## config.mk

```make
export PLATFORM = sky130hd
export DESIGN_NAME = fas_top
export DESIGN_NICKNAME = d
export VERILOG_FILES = /design/src/rtl/fas_pkg.sv /design/src/rtl/fas_secded.sv /design/src/rtl/fas_wdog.sv /design/src/rtl/fas_top.sv
export SDC_FILE = /design/constraint.sdc
export NUM_CORES = 1
export LEC_CHECK = 0
export ABC_AREA = 1
export BUFFER_PORTS_ARGS = -buffer_cell sky130_fd_sc_hd__buf_2
export CORE_MARGIN = 3
export CORE_UTILIZATION = 40
export DETAILED_ROUTE_END_ITERATION = 7
export GPL_ROUTABILITY_DRIVEN = 0
export PLACE_DENSITY = 0.74
export SETUP_SLACK_MARGIN = 0.4
export SLEW_MARGIN = 20
export SYNTH_ARGS = -nofsm -noshare
export SYNTH_HDL_FRONTEND = slang
export SYNTH_SLANG_ARGS = --single-unit
```

## constraint.sdc

```tcl
create_clock -name CLOCK -period 6.4 [get_ports CLOCK]
set_input_delay 0.64 -clock CLOCK [delete_from_list [all_inputs] [get_ports CLOCK]]
set_output_delay 0.64 -clock CLOCK [all_outputs]
set_load 0.1 [all_outputs]
```

## src/rtl/fas_pkg.sv

```systemverilog
// Function
// RL1: flash reads are checked by a correcting code and single-bit errors corrected.
// RL2: a multi-bit flash error or any RAM error raises a security alarm.
// RL3: a detection value over the read-only memory is held and checked.
// RL4: a new flash page is verified before it is marked valid; the old page stays valid till then.
// RL5: a probing detector stops instruction processing at once and enters the security reset.
// RL6: two watchdog timers with checkpoint registers check processing time and program flow.
// RL7: a hash over executed instructions is checked and an illegal path raises an alarm.
// RL8: the symmetric coprocessor result is recomputed backwards; a mismatch is a fault.
// RL9: after startup software may run a self-test of alarm lines and sensors at any time.
// RL10: a temperature, glitch or light alarm enters the secure state and the internal reset.
// RL11: configuration and subsystem tests run at every startup before the self-test is allowed.
// RL12: every alarm is latched in one reset request held until the internal reset completes.
// RL13: a failed authentication code comparison causes a direct security reset.
package fas_pkg;

    // ********
    // widths
    // ********
    localparam int DATA_W  = 32;
    localparam int ECC_W   = 7;
    localparam int SYN_W   = 6;
    localparam int CODE_W  = 38;
    localparam int PAR_W   = 4;
    localparam int BYTE_W  = 8;
    localparam int SIG_W   = 32;
    localparam int CP_W    = 16;
    localparam int WCNT_W  = 16;
    localparam int ALARM_W = 14;
    localparam int IDX_W   = 4;
    localparam int CFG_W   = 8;
    localparam int NUM_WDG = 2;

    // ********
    // alarm line positions
    // ********
    localparam int AL_FLASH  = 0;
    localparam int AL_RAM    = 1;
    localparam int AL_ROM    = 2;
    localparam int AL_PROG   = 3;
    localparam int AL_PROBE  = 4;
    localparam int AL_WDG0   = 5;
    localparam int AL_WDG1   = 6;
    localparam int AL_FLOW   = 7;
    localparam int AL_SCP    = 8;
    localparam int AL_TEMP   = 9;
    localparam int AL_GLITCH = 10;
    localparam int AL_LIGHT  = 11;
    localparam int AL_AUTH   = 12;
    localparam int AL_TEST   = 13;

    // ********
    // timing and reset values
    // ********
    localparam int CLK_MHZ        = 125;
    localparam int CONFIG_TIME_NS = 1000;
    localparam int CONFIG_CYC     = (CONFIG_TIME_NS * CLK_MHZ + 999) / 1000;
    localparam int WDG_TIME_US    = 100;
    localparam int WDG_CYC        = WDG_TIME_US * CLK_MHZ;
    localparam logic [SIG_W-1:0] SIG_SEED = 32'h5a5a_c3c3;
    localparam logic [SIG_W-1:0] ROM_SEED = 32'hffff_ffff;

    // ********
    // types
    // ********
    typedef enum logic [2:0] {
        ST_CONFIG   = 3'b000,
        ST_BIST     = 3'b001,
        ST_READY    = 3'b010,
        ST_SELFTEST = 3'b011,
        ST_SECURE   = 3'b100
    } fas_state_e;

    typedef enum logic [1:0] {
        PG_IDLE   = 2'b00,
        PG_WRITE  = 2'b01,
        PG_VERIFY = 2'b10
    } fas_pg_e;

    typedef struct packed {
        logic              valid;
        logic [DATA_W-1:0] data;
        logic [ECC_W-1:0]  check;
    } fas_flash_rd_s;

    typedef struct packed {
        logic              valid;
        logic [DATA_W-1:0] data;
        logic              corrected;
        logic              uncorrectable;
    } fas_flash_out_s;

    typedef struct packed {
        logic            enable;
        logic            cp_load;
        logic [CP_W-1:0] cp_value;
        logic            kick;
        logic [CP_W-1:0] kick_value;
    } fas_wdog_req_s;

    typedef struct packed {
        logic [CP_W-1:0]   cp;
        logic [WCNT_W-1:0] cnt;
        logic              alarm;
    } fas_wdog_s;

    typedef struct packed {
        fas_state_e         st;
        fas_pg_e            pg;
        logic [ALARM_W-1:0] line;
        logic [ALARM_W-1:0] inj;
        logic [ALARM_W-1:0] cause;
        logic               rst_req;
        logic               halt;
        logic [IDX_W-1:0]   idx;
        logic               phase;
        logic [CFG_W-1:0]   cfg_cnt;
        logic [SIG_W-1:0]   sig;
        logic [SIG_W-1:0]   rom;
        logic               pg_commit;
        logic               st_done;
        logic               st_pass;
    } fas_top_s;

endpackage

```

## src/rtl/fas_secded.sv

```systemverilog
`timescale 1ns/10ps
module fas_secded
    import fas_pkg::*;
(
    input  wire logic     clk,
    input  wire logic     rst,
    input  fas_flash_rd_s rd,
    output fas_flash_out_s out
);

    fas_flash_out_s s_q;
    fas_flash_out_s s_d;

    // data fills the non power-of-two positions, check bits the others
    function automatic logic [CODE_W:1] place(logic [DATA_W-1:0] d, logic [ECC_W-1:0] c);
        logic [CODE_W:1] w;
        int j;
        int k;
        j = 0;
        k = 0;
        w = '0;
        for (int p = 1; p <= CODE_W; p++) begin
            if ((p & (p - 1)) == 0) begin
                w[p] = c[k];
                k++;
            end else begin
                w[p] = d[j];
                j++;
            end
        end
        return w;
    endfunction

    function automatic logic [DATA_W-1:0] extract(logic [CODE_W:1] w);
        logic [DATA_W-1:0] d;
        int j;
        j = 0;
        d = '0;
        for (int p = 1; p <= CODE_W; p++) begin
            if ((p & (p - 1)) != 0) begin
                d[j] = w[p];
                j++;
            end
        end
        return d;
    endfunction

    always_comb begin
        logic [CODE_W:1]  w;
        logic [SYN_W-1:0] syn;
        logic             perr;
        w    = place(rd.data, rd.check);
        syn  = '0;
        for (int p = 1; p <= CODE_W; p++) begin
            if (w[p]) begin
                syn = syn ^ p[SYN_W-1:0];
            end
        end
        perr = ^{w, rd.check[ECC_W-1]};
        s_d  = '0;
        s_d.valid = rd.valid;
        if (syn != '0 && perr && int'(syn) <= CODE_W) begin
            w[syn] = ~w[syn]; // [RL1]
            s_d.corrected = rd.valid;
        end else if (syn == '0 && perr) begin
            s_d.corrected = rd.valid; // [RL1]
        end else if (syn != '0) begin
            s_d.uncorrectable = rd.valid; // [RL2]
        end
        s_d.data = extract(w);
    end

    always_ff @(posedge clk or posedge rst) begin
        if (rst) begin
            s_q <= '0;
        end else begin
            s_q <= s_d;
        end
    end

    assign out = s_q;

endmodule

```

## src/rtl/fas_wdog.sv

```systemverilog
`timescale 1ns/10ps
module fas_wdog
    import fas_pkg::*;
#(
    parameter logic [WCNT_W-1:0] TIMEOUT = WCNT_W'(WDG_CYC)
)(
    input  wire logic    clk,
    input  wire logic    rst,
    input  fas_wdog_req_s req,
    output logic         alarm
);

    fas_wdog_s s_q;
    fas_wdog_s s_d;

    always_comb begin
        s_d       = s_q;
        s_d.alarm = 1'b0;
        if (req.cp_load) begin
            s_d.cp = req.cp_value;
        end
        if (!req.enable) begin
            s_d.cnt = TIMEOUT;
        end else if (req.kick) begin
            // a wrong checkpoint means the flow took another path
            s_d.alarm = (req.kick_value != s_q.cp); // [RL6]
            s_d.cnt   = TIMEOUT;
        end else if (s_q.cnt == '0) begin
            s_d.alarm = 1'b1; // [RL6]
            s_d.cnt   = TIMEOUT;
        end else begin
            s_d.cnt = s_q.cnt - 1'b1;
        end
    end

    always_ff @(posedge clk or posedge rst) begin
        if (rst) begin
            s_q <= '{cp: '0, cnt: '1, alarm: 1'b0};
        end else begin
            s_q <= s_d;
        end
    end

    assign alarm = s_q.alarm;

endmodule

```

## src/rtl/fas_top.sv

```systemverilog
`timescale 1ns/10ps
module fas_top
    import fas_pkg::*;
#(
    parameter int               WDG_TIMEOUT = WDG_CYC,
    parameter logic [SIG_W-1:0] ROM_EDC_REF = 32'h0000_0000
)(
    input  wire logic                 CLOCK,
    input  wire logic                 SYS_RST,
    input  fas_flash_rd_s             FL_RD,
    output fas_flash_out_s            FL_OUT,
    input  wire logic                 RAM_RD_VALID,
    input  wire logic [DATA_W-1:0]    RAM_RD_DATA,
    input  wire logic [PAR_W-1:0]     RAM_RD_PARITY,
    input  wire logic                 ROM_SCAN_VALID,
    input  wire logic [DATA_W-1:0]    ROM_SCAN_DATA,
    input  wire logic                 ROM_SCAN_LAST,
    input  wire logic                 PG_START,
    input  wire logic                 PG_WRITE_DONE,
    input  wire logic                 PG_VERIFY_DONE,
    input  wire logic                 PG_VERIFY_OK,
    output logic                      PG_BUSY,
    output logic                      PG_VERIFY_REQ,
    output logic                      PG_COMMIT,
    input  wire logic                 PROBE_DET,
    input  wire logic                 TEMP_ALARM,
    input  wire logic                 GLITCH_ALARM,
    input  wire logic                 LIGHT_ALARM,
    input  fas_wdog_req_s [NUM_WDG-1:0] WDG_REQ,
    input  wire logic                 INSTR_VALID,
    input  wire logic [SIG_W-1:0]     INSTR_WORD,
    input  wire logic                 FLOW_CHECK,
    input  wire logic [SIG_W-1:0]     FLOW_EXPECT,
    input  wire logic                 SCP_RESULT_VALID,
    input  wire logic [DATA_W-1:0]    SCP_INPUT,
    input  wire logic [DATA_W-1:0]    SCP_BACKWARD,
    input  wire logic                 AUTH_CMP_VALID,
    input  wire logic                 AUTH_CMP_OK,
    input  wire logic                 SELFTEST_REQ,
    output logic                      SELFTEST_BUSY,
    output logic                      SELFTEST_DONE,
    output logic                      SELFTEST_PASS,
    output logic                      STARTUP_DONE,
    input  wire logic                 RST_DONE,
    output logic                      CHIP_RST_REQ,
    output logic                      SECURE_STATE,
    output logic                      CPU_HALT,
    output logic [ALARM_W-1:0]        ALARM_CAUSE
);

    fas_top_s           s_q;
    fas_top_s           s_d;
    logic [NUM_WDG-1:0] wdog_alarm;
    logic [ALARM_W-1:0] raw;
    logic               ram_err;
    logic               sensor_hit;

    // ********
    // flash correction and watchdogs
    // ********
    fas_secded u_secded (
        .clk (CLOCK),
        .rst (SYS_RST),
        .rd  (FL_RD),
        .out (FL_OUT)
    );

    genvar g;
    generate
        for (g = 0; g < NUM_WDG; g++) begin : g_wdog
            fas_wdog #(
                .TIMEOUT (WCNT_W'(WDG_TIMEOUT))
            ) u_wdog (
                .clk   (CLOCK),
                .rst   (SYS_RST),
                .req   (WDG_REQ[g]),
                .alarm (wdog_alarm[g]) // [RL6]
            );
        end
    endgenerate

    // ********
    // raw alarm lines
    // ********
    always_comb begin
        ram_err = 1'b0;
        for (int b = 0; b < PAR_W; b++) begin
            ram_err = ram_err | ((^RAM_RD_DATA[b*BYTE_W +: BYTE_W]) != RAM_RD_PARITY[b]);
        end
    end

    // sensors halt the core combinationally; a register stage would let one more instruction run
    assign sensor_hit = PROBE_DET | TEMP_ALARM | GLITCH_ALARM | LIGHT_ALARM;

    always_comb begin
        raw            = '0;
        raw[AL_FLASH]  = FL_OUT.valid & FL_OUT.uncorrectable; // [RL2]
        raw[AL_RAM]    = RAM_RD_VALID & ram_err; // [RL2]
        raw[AL_ROM]    = ROM_SCAN_VALID & ROM_SCAN_LAST & ((s_q.rom ^ ROM_SCAN_DATA) != ROM_EDC_REF); // [RL3]
        raw[AL_PROG]   = (s_q.pg == PG_VERIFY) & PG_VERIFY_DONE & ~PG_VERIFY_OK;
        raw[AL_PROBE]  = PROBE_DET; // [RL5]
        raw[AL_WDG0]   = wdog_alarm[0];
        raw[AL_WDG1]   = wdog_alarm[1];
        raw[AL_FLOW]   = FLOW_CHECK & (s_q.sig != FLOW_EXPECT); // [RL7]
        raw[AL_SCP]    = SCP_RESULT_VALID & (SCP_INPUT != SCP_BACKWARD); // [RL8]
        raw[AL_TEMP]   = TEMP_ALARM; // [RL10]
        raw[AL_GLITCH] = GLITCH_ALARM; // [RL10]
        raw[AL_LIGHT]  = LIGHT_ALARM; // [RL10]
        raw[AL_AUTH]   = AUTH_CMP_VALID & ~AUTH_CMP_OK; // [RL13]
    end

    // ********
    // next state
    // ********
    always_comb begin
        logic in_test;
        logic real_alarm;
        in_test    = (s_q.st == ST_BIST) || (s_q.st == ST_SELFTEST);
        real_alarm = |(s_q.line & ~s_q.inj);
        s_d           = s_q;
        s_d.pg_commit = 1'b0;
        s_d.st_done   = 1'b0;
        s_d.inj       = '0;
        if (in_test && !s_q.phase) begin
            s_d.inj[s_q.idx] = 1'b1; // [RL9]
        end
        s_d.line = raw | s_d.inj;

        // instruction hash, restarted at every check
        if (FLOW_CHECK) begin
            s_d.sig = INSTR_VALID ? (SIG_SEED ^ INSTR_WORD) : SIG_SEED;       // [RL7]
        end else if (INSTR_VALID) begin
            s_d.sig = {s_q.sig[SIG_W-2:0], s_q.sig[SIG_W-1]} ^ INSTR_WORD;    // [RL7]
        end

        if (ROM_SCAN_VALID) begin
            s_d.rom = ROM_SCAN_LAST ? ROM_SEED : ({s_q.rom[SIG_W-2:0], s_q.rom[SIG_W-1]} ^ ROM_SCAN_DATA); // [RL3]
        end

        // old page stays live until the verify passes and commit is pulsed
        case (s_q.pg)
            PG_IDLE: begin
                if (PG_START) begin
                    s_d.pg = PG_WRITE;
                end
            end
            PG_WRITE: begin
                if (PG_WRITE_DONE) begin
                    s_d.pg = PG_VERIFY;
                end
            end
            PG_VERIFY: begin
                if (PG_VERIFY_DONE) begin
                    s_d.pg        = PG_IDLE;
                    s_d.pg_commit = PG_VERIFY_OK; // [RL4]
                end
            end
            default: begin
                s_d.pg = PG_IDLE;
            end
        endcase

        case (s_q.st)
            ST_CONFIG: begin
                if (s_q.cfg_cnt == CFG_W'(CONFIG_CYC - 1)) begin
                    s_d.st    = ST_BIST; // [RL11]
                    s_d.idx   = '0;
                    s_d.phase = 1'b0;
                end else begin
                    s_d.cfg_cnt = s_q.cfg_cnt + 1'b1;
                end
            end
            ST_BIST, ST_SELFTEST: begin
                s_d.phase = ~s_q.phase;
                if (s_q.phase) begin
                    if (!s_q.line[s_q.idx]) begin
                        s_d.cause[AL_TEST] = 1'b1; // [RL9]
                        s_d.st_done        = (s_q.st == ST_SELFTEST);
                        s_d.st_pass        = 1'b0;
                        s_d.rst_req        = 1'b1;
                        s_d.halt           = 1'b1;
                        s_d.st             = ST_SECURE;
                    end else if (s_q.idx == IDX_W'(ALARM_W - 1)) begin
                        s_d.st_done = (s_q.st == ST_SELFTEST);
                        s_d.st_pass = 1'b1;
                        s_d.st      = ST_READY; // [RL11]
                    end else begin
                        s_d.idx = s_q.idx + 1'b1;
                    end
                end
            end
            ST_READY: begin
                if (SELFTEST_REQ) begin
                    s_d.st      = ST_SELFTEST; // [RL9]
                    s_d.idx     = '0;
                    s_d.phase   = 1'b0;
                    s_d.st_pass = 1'b0;
                end
            end
            ST_SECURE: begin
                if (s_q.rst_req && RST_DONE) begin
                    s_d.rst_req = 1'b0; // [RL12]
                    s_d.halt    = 1'b0;
                    s_d.cause   = '0;
                    s_d.cfg_cnt = '0;
                    s_d.st      = ST_CONFIG;
                end
            end
            default: begin
                s_d.st = ST_SECURE;
            end
        endcase

        // a real alarm overrides any test or startup step
        if (real_alarm && s_q.st != ST_SECURE) begin
            s_d.cause   = s_q.cause | (s_q.line & ~s_q.inj); // [RL12]
            s_d.rst_req = 1'b1; // [RL10]
            s_d.halt    = 1'b1; // [RL5]
            s_d.st_done = (s_q.st == ST_SELFTEST);
            s_d.st_pass = 1'b0;
            s_d.st      = ST_SECURE;
        end
    end

    always_ff @(posedge CLOCK or posedge SYS_RST) begin
        if (SYS_RST) begin
            s_q <= '{st: ST_CONFIG, pg: PG_IDLE, sig: SIG_SEED, rom: ROM_SEED, default: '0};
        end else begin
            s_q <= s_d;
        end
    end

    // ********
    // outputs
    // ********
    assign PG_BUSY       = (s_q.pg != PG_IDLE);
    assign PG_VERIFY_REQ = (s_q.pg == PG_VERIFY);
    assign PG_COMMIT     = s_q.pg_commit;
    assign SELFTEST_BUSY = (s_q.st == ST_SELFTEST);
    assign SELFTEST_DONE = s_q.st_done;
    assign SELFTEST_PASS = s_q.st_pass;
    assign STARTUP_DONE  = (s_q.st == ST_READY) || (s_q.st == ST_SELFTEST);
    assign CHIP_RST_REQ  = s_q.rst_req; // [RL12]
    assign SECURE_STATE  = (s_q.st == ST_SECURE);
    assign CPU_HALT      = s_q.halt | sensor_hit; // [RL5]
    assign ALARM_CAUSE   = s_q.cause;

endmodule

```

After elaboration in Yosys (flattened, before gate mapping)
Index checks and enable logic that the tools add are counted.
{"block": "totals", "register_bits": 230, "in_bits": 326, "out_inout_bits": 59, "word_cells": 280}
{"block": "op_classes", "add_sub_neg": 4, "order_cmp": 5, "eq_ne": 33, "mux": 106, "bitwise_logic": 65, "n_reduce_logical": 41}
{"cell": "32-bit 2-to-1 mux", "n": 4}
{"cell": "16-bit 2-to-1 mux", "n": 6}
{"cell": "32-bit bitwise XOR", "n": 3}
{"cell": "5-bit 2-to-1 mux", "n": 18}
{"cell": "32-bit != test", "n": 2}
{"cell": "6-bit 2-to-1 mux", "n": 8}
{"cell": "4-bit 2-to-1 mux", "n": 10}
{"cell": "3-bit inverter", "n": 13}
{"cell": "39-bit XOR reduction", "n": 1}
{"cell": "38-bit bitwise mux", "n": 1}
{"cell": "38-bit 2-to-1 mux", "n": 1}
{"cell": "17-bit 2-to-1 mux", "n": 2}
{"cell": "3-bit 2-to-1 mux", "n": 11}
{"cell": "16-bit logical NOT", "n": 2}
{"cell": "16-bit != test", "n": 2}
{"cell": "32-bit nonzero test", "n": 1}
{"cell": "8-bit XOR reduction", "n": 4}
{"cell": "16-bit by 1-bit subtractor with 16-bit output, second input constant", "n": 2}
{"cell": "2-bit inverter", "n": 13}
{"cell": "1-bit 2-to-1 mux", "n": 20}
{"cell": "2-bit 2-to-1 mux", "n": 10}
{"cell": "4-bit inverter", "n": 5}
{"cell": "2-bit != test, second input constant", "n": 9}
{"cell": "8-bit 2-to-1 mux", "n": 2}
{"cell": "57 further kinds", "n": 104}

Logic depth before layout (Yosys ltp)
{"block": "logic_depth", "ltp_word": 76, "mapped_depth": 25, "depth_no_buf": 24}

Hierarchy
A second synthesis with hierarchy kept.
{"block": "hier_totals", "hier_cells": 2207, "area_unflattened_um2": 15404.8}
{"module": "fas_top", "instances": 1, "cells_each": 1106, "area_each_um2": 8184.1, "seq_area_each_um2": 3238.1}
{"module": "fas_secded", "instances": 1, "cells_each": 584, "area_each_um2": 3490.8, "seq_area_each_um2": 875.8}
{"module": "fas_wdog (g_wdog[1].u_wdog)", "instances": 1, "cells_each": 259, "area_each_um2": 1885.6, "seq_area_each_um2": 845.8}
{"module": "fas_wdog (g_wdog[0].u_wdog)", "instances": 1, "cells_each": 258, "area_each_um2": 1844.3, "seq_area_each_um2": 845.8}

Worst setup path after synthesis
Ideal clock, no wire load.
{"block": "synth_timing", "path_kind": "register to register", "startpoint": "register s_q[127] (netlist bit)", "endpoint": "register s_q[74] (netlist bit)", "arrival_time_ns": 3.349, "slack_ns": 2.974, "stages_incl_launch_ff": 12, "synth_period_minus_slack_ns": 3.426, "cell_sequence": "dfrtp_1 > nor2_1 > inv_1 > nor2_1 > nand3_1 > inv_1 > nor2_1 > nor3_1 > nand2_1 > nor2_1 > o21ai_0 > a21oi_1"}
{"block": "synth_via", "elab_chain_len": 3}
{"element": "from (decl)", "line_no": "fas_top.sv:51", "text": "fas_top_s s_q;"}
{"element": "from (signal assigned)", "line_no": "fas_top.sv:227", "text": "s_q <= '{st: ST_CONFIG, pg: PG_IDLE, sig: SIG_SEED, rom: ROM_SEED, default: '0};"}
{"element": "from (signal assigned)", "line_no": "fas_top.sv:229", "text": "s_q <= s_d;"}
{"element": "3-bit == test *"}
{"element": "named net SECURE_STATE", "line_no": "fas_top.sv:46", "text": "output logic SECURE_STATE,"}
{"element": "2-bit by 1-bit != test with 1-bit output (no line) / 2-bit nonzero test (equally long branches)"}
{"element": "3-bit AND reduction (no line)"}
The timed path passes the listed nets; every way through them passes the cells marked *.
A chain may end at the register's enable or synchronous reset.

==> results.py <==
metrics = {
    "route": {
        "dr.pass1.iters": 5,
        "route.detailed.drc": 0,
        "via_count": 13900,
        "drt-initial-drc-count": 717,
        "via_per_inst": 5.06,
        "wirelength_um": 41500,
        "routedWlPerCell_um": 15.1,
        "ant_nets": 0,
    },
    "clock_network": {
        "clk_pin_slew_ps": 60,
        "post_cts_buffers": 0,
        "ctsLongestPathBuffers": 3,
        "insertion_delay_ps": 530,
        "cts_sinks": 228,
        "cts_root_buffer": "clkbuf_16",
        "cts_htree_levels": 1,
        "cts.hold.buffers_added": 0,
        "cts_tree": "done",
        "cts_resized": 0,
        "cts_buffers": 27,
    },
    "synth": {
        "synth.most_common_cell": "nand2_1",
        "ys_seq_area_share_pct": 39.9,
        "synthDominantCellAreaShare_pct": 25.5,
        "netlist_top_cells_area": "dfrtp_1, dfstp_2, nand2_1",
        "synth-async-reset-ratio_pct": 100,
        "synth_seq_cells": 228,
        "yosys_warnings": 0,
        "synth_ff_type": "dfrtp_1",
        "yosys.area.top_type": "dfrtp_1",
        "syn_nets": 2242,
        "netlist_instances": 1906,
        "yosys-top-cells-count": "nand2_1, inv_1, nor2_1",
        "synthesis.area_mm2": 0.0145,
        "synth_cell_types": 59,
        "synth_edf_count": 0,
        "avgSynthCellArea_um2": 7.63,
    },
    "worst_setup_path": {
        "crit_fanout": 32,
        "worstSetupPathType": "in -> reg",
        "cp_slowest_cell": "nand2_2",
        "required_ps": 6830,
        "worst_path_largest_cell_delay_ps": 520,
        "cp-end-kind": "register",
        "r2r_slack_ps": 3600,
        "cp_common_cell": "nand2_1",
        "path_cells": "buf_2, inv_1, nand2_1, nand3_1, nand2_1, nand2_1, nand2_1, nand2_1, nand4_1, nand2_1, nand2_1, nand2_1, nand2_1, nor2_1, nor2_1, nand3_1, nand3_1, nand2_1, nand2_2, a21oi_1",
        "arrival_ps": 3850,
        "cp-start-kind": "primary input",
    },
    "sta": {
        "finalSetupTns_ps": 0,
        "finalHoldViolCount": 0,
        "grt_setup_unrepaired": "no",
        "hold_ws_ps": 249,
        "fin_skew_ps": 14.7,
        "slew-limit-headroom_pct": 32.7,
        "fin_crit_ps": 3410,
        "setup_viol": 0,
        "slew_viol_final": 0,
        "fmax_mhz": 293,
        "finalCritPeriodShare_pct": 53.3,
        "worst_pin_slew_ps": 1010,
    },
    "power_and_ir_drop": {
        "power_switching_share_pct": 35.4,
        "clkPwrFrac_pct": 35.5,
        "comb_power_share_pct": 30.2,
        "p_int_uw": 3100,
        "finalPower_uw": 4810,
        "p_leak_uw": 0.00913,
        "pwr-share-seq_pct": 34.3,
        "power_switching_uw": 1700,
        "vdd_ir_drop_max_uv": 223,
        "p_per_area_mw_per_mm2": 270,
    },
    "floorplanning": {
        "coreArea_mm2": 0.0357,
        "die_w_um": 197,
        "die-area_mm2": 0.0387,
        "rows": 69,
        "fp.dieH_um": 197,
        "num_io_pins": 385,
        "start_util_pct": 40.8,
    },
    "grt": {
        "grt_pass1_wl_um": 65700,
        "grt_max_degree": 81,
        "grt_pass1_vias": 13500,
        "grt-busiest-layer": "met2",
        "gr-usage-met3_pct": 3.26,
        "met1_usage_pct": 26.0,
        "antenna_found_initial": 1,
        "track_usage_pct": 20.4,
        "use_met2_pct": 35.3,
        "gr-total-overflow": 0,
    },
    "layout": {
        "diodes": 0,
        "drive_above_1_share_pct": 27.1,
        "layout.nets": 2602,
        "instances_no_fill": 2748,
        "syn2layout_area_growth_pct": 22.3,
        "utilization_pct": 49.9,
    },
    "worst_hold_path": {
        "worstHoldPathType": "in -> reg",
    },
    "placement": {
        "dp.cells": 2698,
        "portBuffers": 384,
        "dp_hpwl_um": 32400,
    },
    "outcome": {
        "status": "complete, no violations",
    },
    "job": {
        "drv_cap": 0,
    },
}
-- flip-flops by register name, indices dropped and copies added, names as in the netlist, named ones only --
register             flops
ALARM_CAUSE             13
CHIP_RST_REQ             1
PG_COMMIT                1
SELFTEST_DONE            1
SELFTEST_PASS            1
g_wdog.u_wdog.alarm      2
g_wdog.u_wdog.s_q       64
s_q                    109
u_secded.out            35
-- critical path, delay by kind of cell --
kind / cells / cell delay [ps]
buffers and inverters: 2 / 280
and+or+nand+nor: 17 / 2540
AOI/OAI and AO/OA: 1 / 360
-- cells in the final DEF, fill, tap and decap left out, types with 12 or more instances in the layout --
master and count:
a21oi_2 23, o21ai_0 127, clkbuf_16 27, o22ai_1 39, inv_1 319, dfrtp_1 148
xor2_1 59, nand4_1 23, buf_2 384, mux2_2 12, o2111ai_1 16, nor4_1 13
xnor2_1 117, dfstp_2 80, nand3_1 102, or2_2 35, nor2_1 156, a21oi_1 68
nand2_1 387, nor3_1 21
-- area by class of cell --
| cell class | count | area, µm² |
|---|---|---|
| clock buffers | 37 | 773 |
| clock inverters | 13 | 233 |
| fillers | 3347 | 17900 |
| inverters | 327 | 1230 |
| multi-input cells | 1293 | 7200 |
| flip-flops and latches | 228 | 5810 |
| well taps | 461 | 577 |
| repair buffers | 389 | 1960 |
-- power groups by stage --
stage | combinational [µW] | clock [µW] | sequential, µW
5_1_grt | 1580 | 1820 | 1660
4_1_cts | 1440 | 1760 | 1650
3_5_place_dp | 1430 | 0 | 1670
2_1_floorplan | 934 | 0 | 1820
6_report | 1450 | 1710 | 1650
3_3_place_gp | 1410 | 0 | 1670
-- kinds of logic (layout without fill, tap and decap cells) --
family	count (synthesis)	in the layout	share of synthesized area (%)
AOI/OAI and AO/OA	320	320	13.3
DFF	228	228	39.9
xor gates and xnor gates	182	182	11.3
and+or+nand+nor	769	769	23.2
muxes	12	12	0.930
buffers and inverters	385	766	10.5
adders and majority gates	10	10	0.861
-- through the flow --
step                setup WS, ps  area (µm²)
floorplan                   2850       14500
global placement            2630       16800
detailed placement          2530       16800
CTS                         3070       17800
global route                2660       17800
finish                      2990       17800
-- layer usage --
metal  wire length, µm  vias to the layer above
li1                  -                     6791
met1             17100                     6489
met2             20000                      523
met3              2930                       98
met4              1470                        2
met5                20                        -
-- path summary, 6_finish.rpt --
path	startpoint	endpoint	depth (start not counted)
max	FL_RD[13]	u_secded.out[2]$_DFF_PP0_	20
min	FL_RD[39]	u_secded.out[34]$_DFF_PP0_	1
max reg2reg	s_q[116]$_DFF_PP0_	SELFTEST_PASS$_DFFE_PP0P_	8
min reg2reg	g_wdog[1].u_wdog.alarm$_DFF_PP0_	s_q[116]$_DFF_PP0_	1
max in group asynchronous	SYS_RST	u_secded.out[21]$_DFF_PP0_	3
min in group asynchronous	SYS_RST	s_q[96]$_DFF_PP0_	2
(Power assumes the default switching activity.)
